### src/design/strap_cfg_pkg.sv
// Package with constants, field layouts and types for the strap configuration decoder.
package strap_cfg_pkg;

	// ----------------------------------------------------------------
	// Register map (byte addresses)
	// ----------------------------------------------------------------
	localparam logic [3:0]  REG_BOOT_OFS    = 4'h0;
	localparam logic [3:0]  REG_ADDR_OFS    = 4'h4;
	localparam logic [3:0]  REG_MISC_OFS    = 4'h8;
	localparam logic [3:0]  REG_STATUS_OFS  = 4'hC;
	localparam logic [4:0]  REG_MASK_OFS    = 5'h10;
	localparam logic [4:0]  REG_SWBAUD_OFS  = 5'h14;
	localparam logic [4:0]  REG_EVENT_OFS   = 5'h18;

	// ----------------------------------------------------------------
	// Reset values
	// ----------------------------------------------------------------
	localparam logic [2:0]  SWBAUD_RST      = 3'h2;
	localparam logic [3:0]  MASK_RST        = 4'h0;

	// ----------------------------------------------------------------
	// Status and mask bit positions
	// ----------------------------------------------------------------
	localparam int          IRQ_RTC_BIT     = 0;
	localparam int          IRQ_BREAK_BIT   = 1;
	localparam int          IRQ_BADBOOT_BIT = 2;
	localparam int          IRQ_BADDMA_BIT  = 3;
	localparam int          IRQ_W           = 4;

	// ----------------------------------------------------------------
	// Base addresses (22-bit, octal as printed)
	// ----------------------------------------------------------------
	localparam logic [21:0] BASE_LO_A       = 22'o17760100;
	localparam logic [21:0] BASE_LO_B       = 22'o17775400;
	localparam logic [21:0] BASE_HI_A       = 22'o17762100;
	localparam logic [21:0] BASE_HI_B       = 22'o17777400;
	localparam logic [21:0] BASE_STEP       = 22'o40;
	localparam logic [3:0]  ID_FIRST_A      = 4'h2;
	localparam logic [3:0]  ID_FIRST_B      = 4'h8;

	// ----------------------------------------------------------------
	// Timing
	// ----------------------------------------------------------------
	localparam int          CLK_HZ          = 200_000_000;
	localparam int          RTC_50_HZ       = 50;
	localparam int          RTC_60_HZ       = 60;
	localparam int          RTC_50_CYC      = CLK_HZ / RTC_50_HZ;
	localparam int          RTC_60_CYC      = CLK_HZ / RTC_60_HZ;
	localparam int          BAUD_MAX        = 38400;

	// ----------------------------------------------------------------
	// Types
	// ----------------------------------------------------------------
	typedef enum logic [1:0] {
		RUN_USER_ROM   = 2'h0,
		RUN_TAPE_LOAD  = 2'h1,
		RUN_WAIT_CMD   = 2'h2,
		RUN_NONE       = 2'h3
	} run_mode_t;

	typedef struct packed {
		logic       valid;
		logic       self_test;
		logic       rom_test;
		logic       loopback_test;
		logic       ram_low;
		logic       debug_monitor;
		logic       diag_wait;
		run_mode_t  run_mode;
	} boot_cfg_t;

	typedef struct packed {
		logic [3:0] boot_sel;
		logic [3:0] id_sel;
		logic       address_range_strap;
		logic       clock_rate_strap;
		logic       break_trap_strap;
		logic       baud_source_strap;
		logic       baud_code_strap_msb;
		logic       baud_code_strap_mid;
		logic       baud_code_strap_lsb;
		logic [2:0] dma_route_strap;
	} strap_in_t;

	typedef struct packed {
		logic       tx_sel;
		logic       rx_sel;
		logic       timer_sel;
	} dma_sel_t;

endpackage : strap_cfg_pkg

### src/design/board_strap_config_decoder.sv
// Top of the board strap and switch configuration decoder with its Avalon-MM register slave.
//
// The register offsets and the Avalon-MM slave port were chosen for this implementation.
`timescale 1ns/1ps
`default_nettype none

module board_strap_config_decoder
	import strap_cfg_pkg::*;
#(
	parameter int RTC_50_DIV = RTC_50_CYC,
	parameter int RTC_60_DIV = RTC_60_CYC
)(
	input  wire logic        clk_sys,
	input  wire logic        reset,
	input  wire strap_in_t   straps,
	input  wire logic        console_break,
	input  wire logic        dma_req_tx,
	input  wire logic        dma_req_rx,
	input  wire logic        dma_req_timer,
	input  wire logic [4:0]  avs_address,
	input  wire logic        avs_read,
	input  wire logic        avs_write,
	input  wire logic [31:0] avs_writedata,
	input  wire logic [3:0]  avs_byteenable,
	output logic [31:0]      avs_readdata,
	output logic             avs_waitrequest,
	output boot_cfg_t        boot_cfg,
	output logic             bus_enable,
	output logic [21:0]      slave_base,
	output logic             rtc_tick,
	output logic             break_trap,
	output logic             baud_from_straps,
	output logic [15:0]      baud_rate,
	output logic [1:0]       xfer_req,
	output logic             irq
);

	// ------------------------------------------------------------------
	// Input synchronisers
	// ------------------------------------------------------------------
	localparam int SYNC_W = $bits(strap_in_t) + 4;

	logic [SYNC_W-1:0] sync1_r;
	logic [SYNC_W-1:0] sync2_r;

	always_ff @(posedge clk_sys or posedge reset) begin
		if (reset) begin
			sync1_r <= '0;
			sync2_r <= '0;
		end else begin
			sync1_r <= {straps, console_break, dma_req_tx, dma_req_rx, dma_req_timer};
			sync2_r <= sync1_r;
		end
	end

	strap_in_t st;
	logic      brk_s;
	logic      req_tx_s;
	logic      req_rx_s;
	logic      req_tm_s;

	assign {st, brk_s, req_tx_s, req_rx_s, req_tm_s} = sync2_r;

	// ------------------------------------------------------------------
	// Boot option decode
	// ------------------------------------------------------------------
	boot_cfg_t boot_dec;

	boot_option_decode u_boot (
		.boot_sel (st.boot_sel),
		.cfg      (boot_dec)
	);

	// ------------------------------------------------------------------
	// Base address and baud decode
	// ------------------------------------------------------------------
	function automatic logic [21:0] base_of(input logic [3:0] id, input logic hi);
		logic [21:0] start;
		logic [3:0]  first;
		logic [3:0]  idx;
		start = '0;
		first = '0;
		idx   = '0;
		if (id < ID_FIRST_B) begin
			start = hi ? BASE_HI_A : BASE_LO_A;
			first = ID_FIRST_A;
		end else begin
			start = hi ? BASE_HI_B : BASE_LO_B;
			first = ID_FIRST_B;
		end
		idx = id - first;
		base_of = start + BASE_STEP * {18'h0, idx};
	endfunction : base_of

	function automatic logic [15:0] baud_of(input logic [2:0] code);
		logic [31:0] rate;
		rate = BAUD_MAX >> code;
		baud_of = rate[15:0];
	endfunction : baud_of

	logic [2:0] hw_code;
	logic [2:0] swbaud_r;
	logic [2:0] swbaud_nxt;

	// A strap that is out reads as one; the three straps form a binary code, and each step of that code halves the rate.
	assign hw_code = {st.baud_code_strap_msb, st.baud_code_strap_mid, st.baud_code_strap_lsb};

	// ------------------------------------------------------------------
	// Real-time clock divider
	// ------------------------------------------------------------------
	logic [31:0] rtc_cnt_r;
	logic [31:0] rtc_cnt_nxt;
	logic        rtc_ev;
	logic [31:0] rtc_div;

	// Strap low selects the 60 Hz setting that is shipped as default.
	assign rtc_div = st.clock_rate_strap ? 32'(RTC_50_DIV) : 32'(RTC_60_DIV);
	assign rtc_ev  = (rtc_cnt_r >= rtc_div - 32'h1);

	always_comb begin
		rtc_cnt_nxt = rtc_ev ? 32'h0 : rtc_cnt_r + 32'h1;
	end

	// ------------------------------------------------------------------
	// Break edge detection
	// ------------------------------------------------------------------
	logic brk_d_r;
	logic brk_ev;

	assign brk_ev = brk_s & ~brk_d_r & st.break_trap_strap;

	// ------------------------------------------------------------------
	// DMA request routing
	// ------------------------------------------------------------------
	dma_sel_t dsel;
	logic     dma_bad;
	logic [1:0] xreq_nxt;

	assign dsel    = st.dma_route_strap;
	assign dma_bad = dsel.tx_sel & dsel.timer_sel & dsel.rx_sel;

	always_comb begin
		xreq_nxt = 2'h0;
		if (!dma_bad) begin
			// Channel 0 takes transmit, otherwise the timer; channel 1 takes receive, otherwise the timer.
			xreq_nxt[0] = dsel.tx_sel ? req_tx_s : (dsel.timer_sel & ~dsel.rx_sel & req_tm_s);
			xreq_nxt[1] = dsel.rx_sel ? req_rx_s : (dsel.timer_sel & ~dsel.tx_sel & req_tm_s);
			if (dsel.tx_sel & dsel.timer_sel & ~dsel.rx_sel) begin
				xreq_nxt[1] = req_tm_s;
			end
			if (dsel.rx_sel & dsel.timer_sel & ~dsel.tx_sel) begin
				xreq_nxt[0] = req_tm_s;
			end
		end
	end

	// ------------------------------------------------------------------
	// Interrupt status and mask
	// ------------------------------------------------------------------
	logic [IRQ_W-1:0] status_r;
	logic [IRQ_W-1:0] status_nxt;
	logic [IRQ_W-1:0] mask_r;
	logic [IRQ_W-1:0] mask_nxt;
	logic [IRQ_W-1:0] ev_set;
	logic             wr_ok;
	logic             rd_ok;

	// A write lands at the edge at which the master sees waitrequest low, together with its release.
	assign wr_ok = avs_write & ~avs_waitrequest;
	assign rd_ok = avs_read & avs_waitrequest;

	always_comb begin
		ev_set = '0;
		ev_set[IRQ_RTC_BIT]     = rtc_ev;
		ev_set[IRQ_BREAK_BIT]   = brk_ev;
		ev_set[IRQ_BADBOOT_BIT] = ~boot_dec.valid;
		ev_set[IRQ_BADDMA_BIT]  = dma_bad;
		status_nxt = status_r;
		mask_nxt   = mask_r;
		swbaud_nxt = swbaud_r;
		if (wr_ok && avs_byteenable[0]) begin
			if (avs_address == 5'(REG_STATUS_OFS)) begin
				status_nxt = status_r & ~avs_writedata[IRQ_W-1:0];
			end
			if (avs_address == REG_MASK_OFS) begin
				mask_nxt = avs_writedata[IRQ_W-1:0];
			end
			if (avs_address == REG_SWBAUD_OFS) begin
				swbaud_nxt = avs_writedata[2:0];
			end
		end
		status_nxt = status_nxt | ev_set;
	end

	// ------------------------------------------------------------------
	// Register read mux
	// ------------------------------------------------------------------
	logic [31:0] rdata_nxt;

	always_comb begin
		rdata_nxt = 32'h0;
		case (avs_address)
			5'(REG_BOOT_OFS):   rdata_nxt = {18'h0, st.boot_sel, boot_dec};
			5'(REG_ADDR_OFS):   rdata_nxt = {5'h0, bus_enable, st.id_sel, slave_base};
			5'(REG_MISC_OFS):   rdata_nxt = {9'h0, dma_bad, st.clock_rate_strap, st.break_trap_strap,
				baud_from_straps, hw_code, baud_rate};
			5'(REG_STATUS_OFS): rdata_nxt = {28'h0, status_r};
			REG_MASK_OFS:       rdata_nxt = {28'h0, mask_r};
			REG_SWBAUD_OFS:     rdata_nxt = {29'h0, swbaud_r};
			REG_EVENT_OFS:      rdata_nxt = {30'h0, xfer_req};
			default:            rdata_nxt = 32'h0;
		endcase
	end

	// ------------------------------------------------------------------
	// Registered outputs
	// ------------------------------------------------------------------
	logic        bus_en_nxt;
	logic [21:0] base_nxt;
	logic        hwb_nxt;
	logic [15:0] baud_nxt;

	always_comb begin
		bus_en_nxt = (st.id_sel >= ID_FIRST_A);
		base_nxt   = bus_en_nxt ? base_of(st.id_sel, st.address_range_strap) : 22'h0;
		hwb_nxt    = st.baud_source_strap;
		baud_nxt   = baud_of(hwb_nxt ? hw_code : swbaud_r);
	end

	always_ff @(posedge clk_sys or posedge reset) begin
		if (reset) begin
			rtc_cnt_r        <= 32'h0;
			brk_d_r          <= 1'b0;
			status_r         <= '0;
			mask_r           <= MASK_RST;
			swbaud_r         <= SWBAUD_RST;
			avs_readdata     <= 32'h0;
			avs_waitrequest  <= 1'b1;
			boot_cfg         <= '0;
			bus_enable       <= 1'b0;
			slave_base       <= 22'h0;
			rtc_tick         <= 1'b0;
			break_trap       <= 1'b0;
			baud_from_straps <= 1'b0;
			baud_rate        <= 16'h0;
			xfer_req         <= 2'h0;
			irq              <= 1'b0;
		end else begin
			rtc_cnt_r        <= rtc_cnt_nxt;
			brk_d_r          <= brk_s;
			status_r         <= status_nxt;
			mask_r           <= mask_nxt;
			swbaud_r         <= swbaud_nxt;
			if (rd_ok) begin
				avs_readdata <= rdata_nxt;
			end
			// Each access is answered one cycle after it is presented.
			avs_waitrequest  <= ~((avs_read | avs_write) & avs_waitrequest);
			boot_cfg         <= boot_dec;
			bus_enable       <= bus_en_nxt;
			slave_base       <= base_nxt;
			rtc_tick         <= rtc_ev;
			break_trap       <= brk_ev;
			baud_from_straps <= hwb_nxt;
			baud_rate        <= baud_nxt;
			xfer_req         <= xreq_nxt;
			irq              <= |(status_nxt & mask_nxt);
		end
	end

endmodule : board_strap_config_decoder
`default_nettype wire

### src/design/boot_option_decode.sv
// Boot and self-test option decoder for the 16-position boot selector.
`timescale 1ns/1ps
`default_nettype none

module boot_option_decode
	import strap_cfg_pkg::*;
(
	input  wire logic [3:0] boot_sel,
	output var  boot_cfg_t  cfg
);

	always_comb begin
		cfg = '0;
		cfg.run_mode = RUN_NONE;
		cfg.valid = 1'b1;
		case (boot_sel)
			4'h0: begin
				cfg.run_mode = RUN_USER_ROM;
			end
			4'h1: begin
				cfg.run_mode  = RUN_USER_ROM;
				cfg.self_test = 1'b1;
			end
			4'h2: begin
				cfg.run_mode  = RUN_USER_ROM;
				cfg.self_test = 1'b1;
				cfg.rom_test  = 1'b1;
			end
			4'h3: begin
				cfg.run_mode  = RUN_TAPE_LOAD;
				cfg.self_test = 1'b1;
			end
			4'h4: begin
				cfg.debug_monitor = 1'b1;
			end
			4'h5: begin
				cfg.run_mode  = RUN_WAIT_CMD;
				cfg.self_test = 1'b1;
			end
			4'h6: begin
				cfg.run_mode = RUN_WAIT_CMD;
			end
			4'h8, 4'h9: begin
				cfg.self_test     = 1'b1;
				cfg.loopback_test = 1'b1;
				cfg.ram_low       = 1'b1;
				cfg.rom_test      = (boot_sel == 4'h9);
			end
			4'hA: begin
				cfg.self_test = 1'b1;
				cfg.ram_low   = 1'b1;
				cfg.diag_wait = 1'b1;
			end
			default: begin
				cfg.valid = 1'b0;
			end
		endcase
	end

endmodule : boot_option_decode
`default_nettype wire

### config.mk
export PLATFORM = sky130hd
export DESIGN_NAME = board_strap_config_decoder
export DESIGN_NICKNAME = d
export VERILOG_FILES = /design/src/design/strap_cfg_pkg.sv /design/src/design/board_strap_config_decoder.sv /design/src/design/boot_option_decode.sv
export SDC_FILE = /design/constraint.sdc
export NUM_CORES = 1
export LEC_CHECK = 0
export BUFFER_PORTS_ARGS = -buffer_cell sky130_fd_sc_hd__buf_2
export CORE_ASPECT_RATIO = 0.7
export CORE_UTILIZATION = 51
export DETAILED_ROUTE_END_ITERATION = 10
export MAX_ROUTING_LAYER = met4
export PLACE_DENSITY_LB_ADDON = 0.3
export SYNTH_ARGS = -nofsm -noshare
export SYNTH_HDL_FRONTEND = slang
export SYNTH_SLANG_ARGS = --single-unit
### constraint.sdc
create_clock -name clk_sys -period 6.2 [get_ports clk_sys]
set_clock_uncertainty 0.15 [all_clocks]
set_input_delay 1.24 -clock clk_sys [delete_from_list [all_inputs] [get_ports clk_sys]]
set_output_delay 1.24 -clock clk_sys [all_outputs]
set_load 0.1 [all_outputs]
---- Yosys cells after proc, flatten, opt, wreduce, memory -nomap -nowiden ----
Cells that the tools add are included.
Widths: inputs -> output; s select.
cells by class
  bitwise gates (word level) .............. 25
  shift operators ......................... 1
  order comparisons ....................... 3
  multiplexer cells ....................... 26
  div/mod/pow operators ................... 0
  reductions and logical operators ........ 11
  eq/ne operators ......................... 15
  multiply operators ...................... 0
  add/subtract/negate cells ............... 4
operators with widths
  operator               number
  $pmux 27 s7            1
  $add 32x1->32 const B  1
  $ge 32x32->1           1
  $mux 32                1
  $sub 22x1->23 const B  1
  $add 22x9->22          1
  $mux 11                2
  $mux 22                1
  $mux 20                1
  $mux 4                 5
  $shr 16x3->16 const A  1
  $eq 5x5->1 const B     3
  $and 1x1->1            14
  $mux 13                1
  $eq 4x3->1 const B     3
  $eq 4x4->1 const B     3
  $eq 5x4->1 const B     2
  $mux 1                 10
  $reduce_or 10->1       1
  $and 4x4->4            2
  $eq 4x2->1 const B     2
  $reduce_or 7->1        1
  $not 1->1              6
  $pmux 2 s3             1
  other kinds (18)       20
word-level totals
  register bits ........................... 175
  memories ................................ 0
  bits in latches ......................... 0
  bits of input ports ..................... 67
  ROM bits ................................ 0
  bits in writable memories ............... 0

---- Logic depth before layout (Yosys ltp) ----
Gate-level depths: netlist (run 1).
  depth in word-level cells ............... 7
  mapped depth ............................ 10
  gate-level depth less buffers ........... 10

---- Hierarchy ----
From an unflattened synthesis (run 1), not the netlist that was laid out.
second synthesis, totals
  cell total of the unflattened synthesis .. 535
  area total of the unflattened synthesis .. 6468.7 um^2
by module, submodules not included
  module                      cells each  area an instance (um^2)  sequential area each (um^2)  times used
  board_strap_config_decoder  516         6336.1                   4006.3                       1
  boot_option_decode          19          132.6                    0.0                          1

---- Worst setup path before layout (run 1) ----
No wires, ideal clock.
  kind .................................... input-to-reg
  start ................................... in avs_address[4]
  end ..................................... reg irq
  stages on the path ...................... 6
  arrival ................................. 2.875 ns
  setup slack ............................. 3.044 ns
  cell sequence ........................... buf_2 nand3b_4 or3_4 mux2_1 a222oi_1 or3b_1
between the ends
  elaborated cells on any way between the ends .. 9
  those cells by class .................... eq/ne: 2; mux: 4; bitwise: 2; reduce/logical: 1
RTL lines
  element               line                               text
  from (decl)           board_strap_config_decoder.sv:20   input wire logic [4:0] avs_address,
  $eq 5x5->1            board_strap_config_decoder.sv:185  if (avs_address == REG_MASK_OFS) begin
  $mux 4                board_strap_config_decoder.sv:185
  $mux 4                board_strap_config_decoder.sv:181  if (wr_ok && avs_byteenable[0]) begin
  net mask_nxt[3]       board_strap_config_decoder.sv:163  logic [IRQ_W-1:0] mask_nxt;
  $and 4x4->4           board_strap_config_decoder.sv:267  irq <= |(status_nxt & mask_nxt);
  $reduce_or 4->1       board_strap_config_decoder.sv:267
  to (signal assigned)  board_strap_config_decoder.sv:267
  to (decl)             board_strap_config_decoder.sv:35   output logic irq
The timed path passes the listed nets, and every way through them passes these cells.
A chain may end at the register's enable or synchronous reset.

---- Final worst setup path (run 1) ----
  start ................................... in avs_read
  end ..................................... reg avs_readdata[18]
between the ends
  cells in the longest elaborated chain, start to end .. 1
ends and longest elaborated chain
  element               line                               text
  from (decl)           board_strap_config_decoder.sv:21   input wire logic avs_read,
  $and 1x1->1           board_strap_config_decoder.sv:170  assign rd_ok = avs_read & avs_waitrequest;
  to (signal assigned)  board_strap_config_decoder.sv:255  avs_readdata <= rdata_nxt;
  to (decl)             board_strap_config_decoder.sv:25   output logic [31:0] avs_readdata,
Every way passes these cells.

==> flow_summary.toml, run 1 <==
[critical_path]
criticalPathCategory = "input pin to register"
r2r-start = "avs_waitrequest"
startpoint = "avs_read"
end_kind = "register"
setup.worst_path.start_class = "input pin"
critical_path_arrival_ns = 3.55
cp.required_ns = 6.41
crit_fanout = 14

[global_routing]
grt_pass1_vias = 4345
grt_overflow_total = 0
antenna_found_initial = 0
grt_max_degree = 110
grt_pass1_wl_mm = 22.6
track_usage_pct = 24.2

[clock_network]
cts_setup_buffers = 0
clock_path_buffers = 2
post_cts_resized = 0
clk_latency_ns = 0.42
hold_buffers = 0
clk_pin_slew_worst_paths_ns = 0.06
clock_sinks = 160
htreeDepth = 4
clock-root-buffer = "clkbuf_16"
cts_tree = "built"
numCtsBuffers = 17

[sta]
final-setup-viol-count = 0
period_share_pct = 54.0
hold_viol = 0
clock.fmax_mhz = 299
rsz0062_at_grt = "false"
setup_tns_ns = 0
worst_slew_pin_slew_ns = 1.18
relSlewSlack_pct = 19.2
final.min_clock_period_ns = 3.35
drv_slew = 0

[route]
viasPerCell = 5.39
dr.first_iter.drc_count = 316
vias = 4500
drtAntennaViolNets = 0
routedWlPerCell_um = 17.2
drt_wl_total_mm = 14.3
drc_errors = 0
drt_pre_antenna_iters = 5

[hold_path]
hp-start = "sync1_r[13]"
hold_path_class = "register to register"

[placed_design]
dp.cells = 803
gp_congestion = 0.877
placedInstanceArea_mm2 = 0.00712
io_buffers = 110
dp_hpwl_mm = 9.97

[power_and_ir_drop]
peakVddDrop_mv = 0.299
p_per_area_mw_per_mm2 = 336
p_leak_nw = 3.74

[yosys]
synth_ff_type = "dfrtp_1"
synth-warning-count = 0
yosys.area.top_type_share_pct = 61.2
synth-edff-count = 0
synthTopCellsByArea = "dfrtp_1 (61%), ha_1 (4.6%), nor2_1 (3.3%)"
synth-seq-cells = 160
syn_area_mm2 = 0.00646
avgSynthCellArea_um2 = 11.8
synthArstFlopShare_pct = 100
synth_cell_types = 58
synth_most_common_cell = "dfrtp_1"
synthCells = 546
yosysTopAreaCell = "dfrtp_1"
seq_area_frac_synth_pct = 62.0
synthTopCellsByCount = "dfrtp_1 (158), nor2_1 (57), nand2_1 (50)"

[finish]
fin_cells = 835
n_antenna_cell = 0
regArea_mm2 = 0.00401
drive_gt1_share_pct = 24.8
nets = 756
fillers = 930
syn2layout_area_growth_pct = 19.2
design_area_mm2 = 0.00770
multi_input_area_mm2 = 0.00228

[flow_run]
drv_cap = 0

[die]
start_util_pct = 53.8
rows = 33
ioPinCount = 154
die-height_um = 96.2
placeableCoreArea_mm2 = 0.0120
die_w_um = 137
dieArea_mm2 = 0.0131

[status]
status = "finished clean"
-- cells in the final DEF, fill, tap and decap left out, types with 3 or more instances in the layout --
master / n
dfrtp_1: 158
and2_1: 9
inv_6: 5
buf_4: 3
and4_1: 4
nor2b_1: 9
a22oi_1: 9
o21ai_0: 20
a21oi_1: 14
xnor2_1: 9
nor3_1: 5
o22ai_1: 3
nor2_1: 57
nand4_1: 7
a222oi_1: 5
a221o_1: 4
buf_2: 110
mux2i_1: 6
nand3b_1: 4
clkinvlp_4: 3
nand2_1: 50
inv_1: 14
mux2_2: 10
clkbuf_16: 17
and3_1: 7
nand3_1: 22
conb_1: 21
xor2_1: 18
ha_1: 24
a31oi_1: 6
-- stage by stage --
stage | setup slack, ns | utilization [%] | hold slack, ns | total power [mW]
final | 2.85 | 64.1 | 0.198 | 2.59
after global routing | 2.68 | 64.1 | 0.202 | 2.68
after CTS | 2.92 | 64.1 | 0.200 | 2.61
after detailed placement | 2.51 | 59.2 | 0.185 | 1.59
after global placement | 2.57 | 59.2 | 0.181 | 1.59
after floorplan | 0.493 | - | 0.181 | 1.51
-- registers in the layout, summed over array words and instances, names as in the netlist --
| register | count |
|---|---|
| brk_d_r | 1 |
| rtc_cnt_r | 32 |
| irq | 1 |
| break_trap | 1 |
| bus_enable | 1 |
| mask_r | 4 |
| swbaud_r | 3 |
| boot_cfg | 9 |
| baud_rate | 14 |
| status_r | 4 |
| sync1_r | 22 |
| slave_base | 14 |
| avs_readdata | 27 |
| xfer_req | 2 |
| baud_from_straps | 1 |
| avs_waitrequest | 1 |
| rtc_tick | 1 |
| sync2_r | 22 |
-- where the power goes --
group          internal, mW  total (mW)  switching [mW]
clock                 0.581        1.01           0.431
sequential             1.10        1.14          0.0376
combinational        0.0679       0.440           0.372
-- cells by family after synthesis --
| kind of cell | after synthesis | share of synthesized area (%) |
|---|---|---|
| compound gates | 75 | 7.67 |
| xor+xnor | 27 | 3.66 |
| fa+ha+maj | 24 | 4.65 |
| buf+inv | 48 | 3.82 |
| flops | 160 | 62.0 |
| mux | 18 | 3.02 |
| other cells | 1 | 0.0581 |
| simple gates | 193 | 15.1 |
-- critical path, stage by stage --
cell	delay, ns
buf_2	0.09
and2_1	0.50
nand3_1	0.56
nor3_2	0.85
a22oi_1	0.19
nand2_1	0.12
-- metal layers --
layer	track usage (%)	part of all wire, %	vias up	routed length [um]
li1	-	-	2076	-
met3	6.21	6.7	14	959
met5	-	0	-	0
met1	33.8	47	2242	6790
met2	35.2	45	168	6490
met4	6.57	0.72	0	103
-- cell type report --
class,instances,area share (%)
multi-input cells,358,29.6
clock inverters,13,1.64
repair buffers,113,7.44
inverters,15,0.796
clock buffers,19,5.88
flip-flops and latches,160,52.0
well taps,157,2.55
-- worst paths after layout --
kind,end,slack [ns],depth (start not counted)
worst max-delay path,avs_readdata[18],2.85,6
worst min-delay path,sync2_r[13],0.20,0
worst max register to register,avs_readdata[18],3.20,5
worst min register to register,sync2_r[13],0.20,0
max in group asynchronous,boot_cfg[0],3.79,3
min in group asynchronous,avs_readdata[19],0.88,2
Note: power is estimated with default switching activity, not from simulation.
==> run 2, diff against run 1 <==
ABC_AREA = 1   (was not set)
CORE_UTILIZATION = 49   (was 51)
clock period = 3 ns   (was 6.2 ns; I/O delays follow)
==> run 2 against run 1 <==
Net effect: register-to-register slack worse by 2.9 ns; critical path depth is 5 higher; cell area is 3.3% higher; count of clock-buffer cells in the layout decreased by 2; critical endpoint is now slave_base[11]; total power rose by 100%; worst hold slack got worse by 0.067 ns; die area rose by 6.5%; global-route usage shrank 0.96 points; synthesized area rose by 2.4%; flip-flop and latch count unchanged.
==> flow_summary.toml, run 2 <==
[die]
dieArea_mm2 = 0.0140
die_w_um = 141
start_util_pct = 50.2
placeableCoreArea_mm2 = 0.0132
rows = 35
ioPinCount = 154
die-height_um = 99.2

[route]
viasPerCell = 5.00
vias = 5020
drtAntennaViolNets = 0
drt_pre_antenna_iters = 7
drt_wl_total_mm = 14.7
dr.first_iter.drc_count = 266
routedWlPerCell_um = 14.7
drc_errors = 0

[critical_path]
critical_path_arrival_ns = 2.81
cp.required_ns = 3.16
setup.worst_path.start_class = "register"
criticalPathCategory = "register to register"
end_kind = "register"
r2r-end = "slave_base[11]"
r2r-start = "sync2_r[17]"
cp-endpoint = "slave_base[11]"
r2r_slack_ns = 0.35
crit_fanout = 7
startpoint = "sync2_r[17]"
r2r_cells = 11

[global_routing]
grt_max_degree = 124
grt_pass1_wl_mm = 24.1
grt_overflow_total = 0
antenna_found_initial = 0
grt_pass1_vias = 4741
track_usage_pct = 23.3

[yosys]
synth-edff-count = 0
synth-warning-count = 0
yosys.area.top_type_share_pct = 59.8
synth_ff_type = "dfrtp_1"
synthTopCellsByCount = "dfrtp_1 (158), nand2_1 (151), nor2_1 (78)"
seq_area_frac_synth_pct = 60.6
synthTopCellsByArea = "dfrtp_1 (60%), nand2_1 (8.6%), ha_1 (4.5%)"
synth-seq-cells = 160
avgSynthCellArea_um2 = 9.80
synthCells = 675
synthArstFlopShare_pct = 100
syn_area_mm2 = 0.00661
synth_cell_types = 39
synth_most_common_cell = "dfrtp_1"
yosysTopAreaCell = "dfrtp_1"

[finish]
largest_reg_flops = 32
syn2layout_area_growth_pct = 20.2
regMostFlops = "rtc_cnt_r"
regArea_mm2 = 0.00401
reg_top3 = "rtc_cnt_r x32, avs_readdata x27"
fillers = 1116
multi_input_area_mm2 = 0.00223
nets = 897
final_cell_mix = "dfrtp_1 (158), nand2_1 (151), buf_2 (110), nor2_1 (78), inv_1 (73)"
final_common_cell = "dfrtp_1"
n_antenna_cell = 0
drive_gt1_share_pct = 20.4

[clock_network]
clock_sinks = 160
clk_pin_slew_worst_paths_ns = 0.07
clk_latency_ns = 0.42
numCtsBuffers = 17
clock-root-buffer = "clkbuf_16"
cts_tree = "built"
htreeDepth = 4
clock_path_buffers = 2

[sta]
rsz0062_at_grt = "false"
clock.fmax_mhz = 377
period_share_pct = 88.4
worst_slew_pin_slew_ns = 0.696
setup_tns_ns = 0
relSlewSlack_pct = 53.6
drv_slew = 0
hold_viol = 0
final-setup-viol-count = 0
final.min_clock_period_ns = 2.65
timing.final.ws_setup_ns = 0.347

[power_and_ir_drop]
total_power_mw = 5.21
p_per_area_mw_per_mm2 = 655
p_leak_nw = 4.04
peakVddDrop_mv = 0.330

[hold_path]
hp-start = "straps[11]"
hold_path_class = "input pin to register"

[status]
status = "finished clean"

[placed_design]
pre_cts_slack_ns = 0.385
gp_congestion = 0.925
dp_hpwl_mm = 10.5
io_buffers = 110

[flow_run]
drv_cap = 0
run 2: timing repair:
action	in CTS	in global routing
gates resized for setup	0	0
buffers inserted	0	0
hold buffers	1	0
hold endpoints to repair	9	0
run 2: layer usage:
layer / vias to the layer above / part of all wire [%] / wire (um) / track usage [%]
met5: - / 0 / 0 / -
met4: 0 / 1.4 / 212 / 7.61
met3: 23 / 5.7 / 836 / 4.91
met2: 185 / 43 / 6370 / 31.9
met1: 2422 / 50 / 7310 / 34.4
li1: 2390 / - / - / -
run 2: worst min-delay path by stage:
stage / slack (ns) / cells past startpoint / to
2_1_floorplan: 0.18 / 0 / sync2_r[0]
3_3_place_gp: 0.18 / 0 / sync2_r[11]
3_5_place_dp: 0.18 / 0 / sync2_r[0]
4_1_cts: 0.12 / 1 / sync1_r[15]
5_1_grt: 0.11 / 1 / sync1_r[17]
6_report: 0.13 / 1 / sync1_r[15]
run 2: final cells by class:
type                       instances  area share [%]
multi-input combinational        433            28.0
clock buffer                      17            5.35
inverter                          76            3.63
tap                              185            2.91
sequential                       160            50.4
timing repair buffer             118            7.87
clock inverter                    15            1.84
run 2: power breakdown:
group	leakage (nW)	switching (mW)	internal (mW)	total (mW)
Sequential	1.97	0.0637	2.26	2.32
Combinational	1.79	0.686	0.112	0.797
Clock	0.275	0.923	1.17	2.09
run 2: cell families after synthesis:
group / count (synthesis) / share of synthesized area (%)
buffers and inverters: 102 / 6.89
other: 1 / 0.0567
DFF: 160 / 60.6
adders and majority gates: 24 / 4.54
and+or+nand+nor: 304 / 20.2
xor gates and xnor gates: 12 / 1.59
AOI/OAI and AO/OA: 72 / 6.17
run 2: stage by stage:
step	std cells	util (%)	hold WS [ns]	cell area, um^2
floorplan	695	-	0.181	6690
global placement	971	55.9	0.181	7370
detailed placement	971	55.9	0.185	7370
CTS	1004	60.3	0.118	7950
global route	1004	60.3	0.109	7950
finish	1004	60.3	0.131	7950
run 2: worst max-delay path, cell delays in order (launching register included):
cell and delay [ns]:
dfrtp_1 0.47, inv_1 0.20, ha_1 0.24, ha_1 0.23
inv_1 0.08, ha_1 0.29, inv_1 0.09, a31oi_1 0.12
nor3_1 0.30, ha_1 0.30, inv_1 0.05, nor2_1 0.04
==> run 3, diff against run 2 <==
CORE_UTILIZATION = 51   (was 49)
clock period = 3.4 ns   (was 3 ns; I/O delays follow)
==> run 3 against run 2 <==
Net effect: global-route usage is 1.2 points higher; clock power fell by 11%; sequential power shrank 12%; highest routed layer unchanged; setup slack gained 0.38 ns; critical path type unchanged; the flow now finishes with violations (design-rule violations); flip-flop and latch count is the same; wire length rose by 0.68%; utilization is 2.8 points higher.
==> flow_summary.toml, run 3 (synthesized netlist as in run 2, its figures left out) <==
[status]
status = "complete, but fails checks"
violations = "design-rule violations"

[route]
drc_errors = 18
vias = 5015
drtAntennaViolNets = 0
dr.first_iter.drc_count = 418
viasPerCell = 5.12
routedWlPerCell_um = 15.1
drt_wl_total_mm = 14.8
drt_pre_antenna_iters = 8

[critical_path]
criticalPathCategory = "register to register"
path_cells = "inv_1, ha_1, ha_1, inv_1, ha_1, inv_1, a31oi_1, nor3_1, ha_1, inv_1, nor2_1"
setup.worst_path.start_class = "register"
end_kind = "register"
crit_fanout = 7
critical_path_arrival_ns = 2.84
path_buf_inv = 4
cp.required_ns = 3.57
cp_top_family = "adder cells"
slowest_stage = "dfrtp_1"
slowest_delay_ns = 0.48

[sta]
period_share_pct = 78.7
worst_slew_pin_slew_ns = 0.855
rsz0062_at_grt = "false"
drv_slew = 0
relSlewSlack_pct = 43.0
final-setup-viol-count = 0
hold_viol = 0
final.min_clock_period_ns = 2.68
whs_ns = 0.199
clock.fmax_mhz = 374
setup_tns_ns = 0

[global_routing]
met1_usage_pct = 34.6
grt_pass1_vias = 4944
grt_util_met3_pct = 5.42
gr-max-usage-layer = "met2"
antenna_found_initial = 1
grt_overflow_total = 0
grt_max_degree = 161
met2_usage_pct = 35.2
track_usage_pct = 24.4
grt_pass1_wl_mm = 24.6

[power_and_ir_drop]
p_leak_nw = 4.03
peakVddDrop_mv = 0.336
p_per_area_mw_per_mm2 = 581
total_power_mw = 4.61

[die]
rows = 34
start_util_pct = 52.7
ioPinCount = 154
placeableCoreArea_mm2 = 0.0125
die-height_um = 97.3
die_w_um = 138
dieArea_mm2 = 0.0134

[placed_design]
dp_hpwl_mm = 10.5
placedInstanceArea_mm2 = 0.00733
io_buffers = 110
gp_congestion = 0.891

[clock_network]
numCtsBuffers = 17
clock_sinks = 160
clock-root-buffer = "clkbuf_16"
htreeDepth = 4
hold_buffers = 0
clk_latency_ns = 0.42
clk_pin_slew_worst_paths_ns = 0.07
cts_setup_buffers = 0
cts_tree = "built"
post_cts_resized = 0
clock_path_buffers = 2

[finish]
design_area_mm2 = 0.00793
regMostFlops = "rtc_cnt_r"
largest_reg_flops = 32
syn2layout_area_growth_pct = 19.8
final_cell_mix = "dfrtp_1 (158), nand2_1 (151), buf_2 (110), nor2_1 (78), inv_1 (73)"
final_common_cell = "dfrtp_1"
final_core_util_pct = 63.2
nets = 895
reg_top3 = "rtc_cnt_r x32, avs_readdata x27"
multi_input_area_mm2 = 0.00223
drive_gt1_share_pct = 20.3
regArea_mm2 = 0.00401
fillers = 994

[hold_path]
hold_path_class = "register to register"

[flow_run]
drv_cap = 0
[run 3: cell count changes in the layout (fill, tap and decap cells not counted), sizes merged]
cell,before,now
clkinv,3,5
buf,117,116
clkinvlp,4,3
diode,0,1
bufinv,1,0
dlygate4sd3,1,0
[run 3: power by group]
group,internal [mW],switching (mW),total [mW]
clock network,0.985,0.866,1.85
registers,1.99,0.0571,2.05
logic,0.0974,0.607,0.704
total,3.08,1.53,4.61
[run 3: layout make-up]
type,count,share of cell area (%)
Antenna cell,1,0.0316
Clock buffer,17,5.37
Clock inverter,15,2.07
Inverter,76,3.65
Multi-Input combinational cell,433,28.1
Sequential cell,160,50.6
Tap cell,162,2.56
Timing Repair Buffer,116,7.67
[run 3: final timing paths]
kind / from / endpoint / slack (ns) / cells past startpoint
worst max-delay path: sync2_r[17] / slave_base[11] / 0.72 / 11
worst min-delay path: sync1_r[10] / sync2_r[10] / 0.20 / 0
worst max register to register: sync2_r[17] / slave_base[11] / 0.72 / 11
worst min register to register: sync1_r[10] / sync2_r[10] / 0.20 / 0
max in group asynchronous: reset / rtc_cnt_r[12] / 2.12 / 3
min in group asynchronous: reset / rtc_cnt_r[5] / 0.32 / 3
[run 3: layer usage]
metal,wire (um),vias to the layer above,share of wire (%)
li1,-,2383,-
met4,218,0,1.5
met1,6890,2395,46
met5,0,-,0
met3,1180,23,8.0
met2,6530,214,44
[run 3: worst register-to-register path, cell delays in order, from the launching register on]
cell and delay [ns]:
dfrtp_1 0.48, inv_1 0.22, ha_1 0.24, ha_1 0.23, inv_1 0.07, ha_1 0.29, inv_1 0.08, a31oi_1 0.13
nor3_1 0.29, ha_1 0.30, inv_1 0.05, nor2_1 0.04
[run 3: per-stage QoR]
| stage | worst slack, ns | std cells |
|---|---|---|
| 6_report | 0.725 | 980 |
| 5_1_grt | 0.497 | 980 |
| 4_1_cts | 0.725 | 979 |
| 3_5_place_dp | 0.760 | 947 |
| 3_3_place_gp | 0.876 | 947 |
| 2_1_floorplan | 0.543 | 695 |
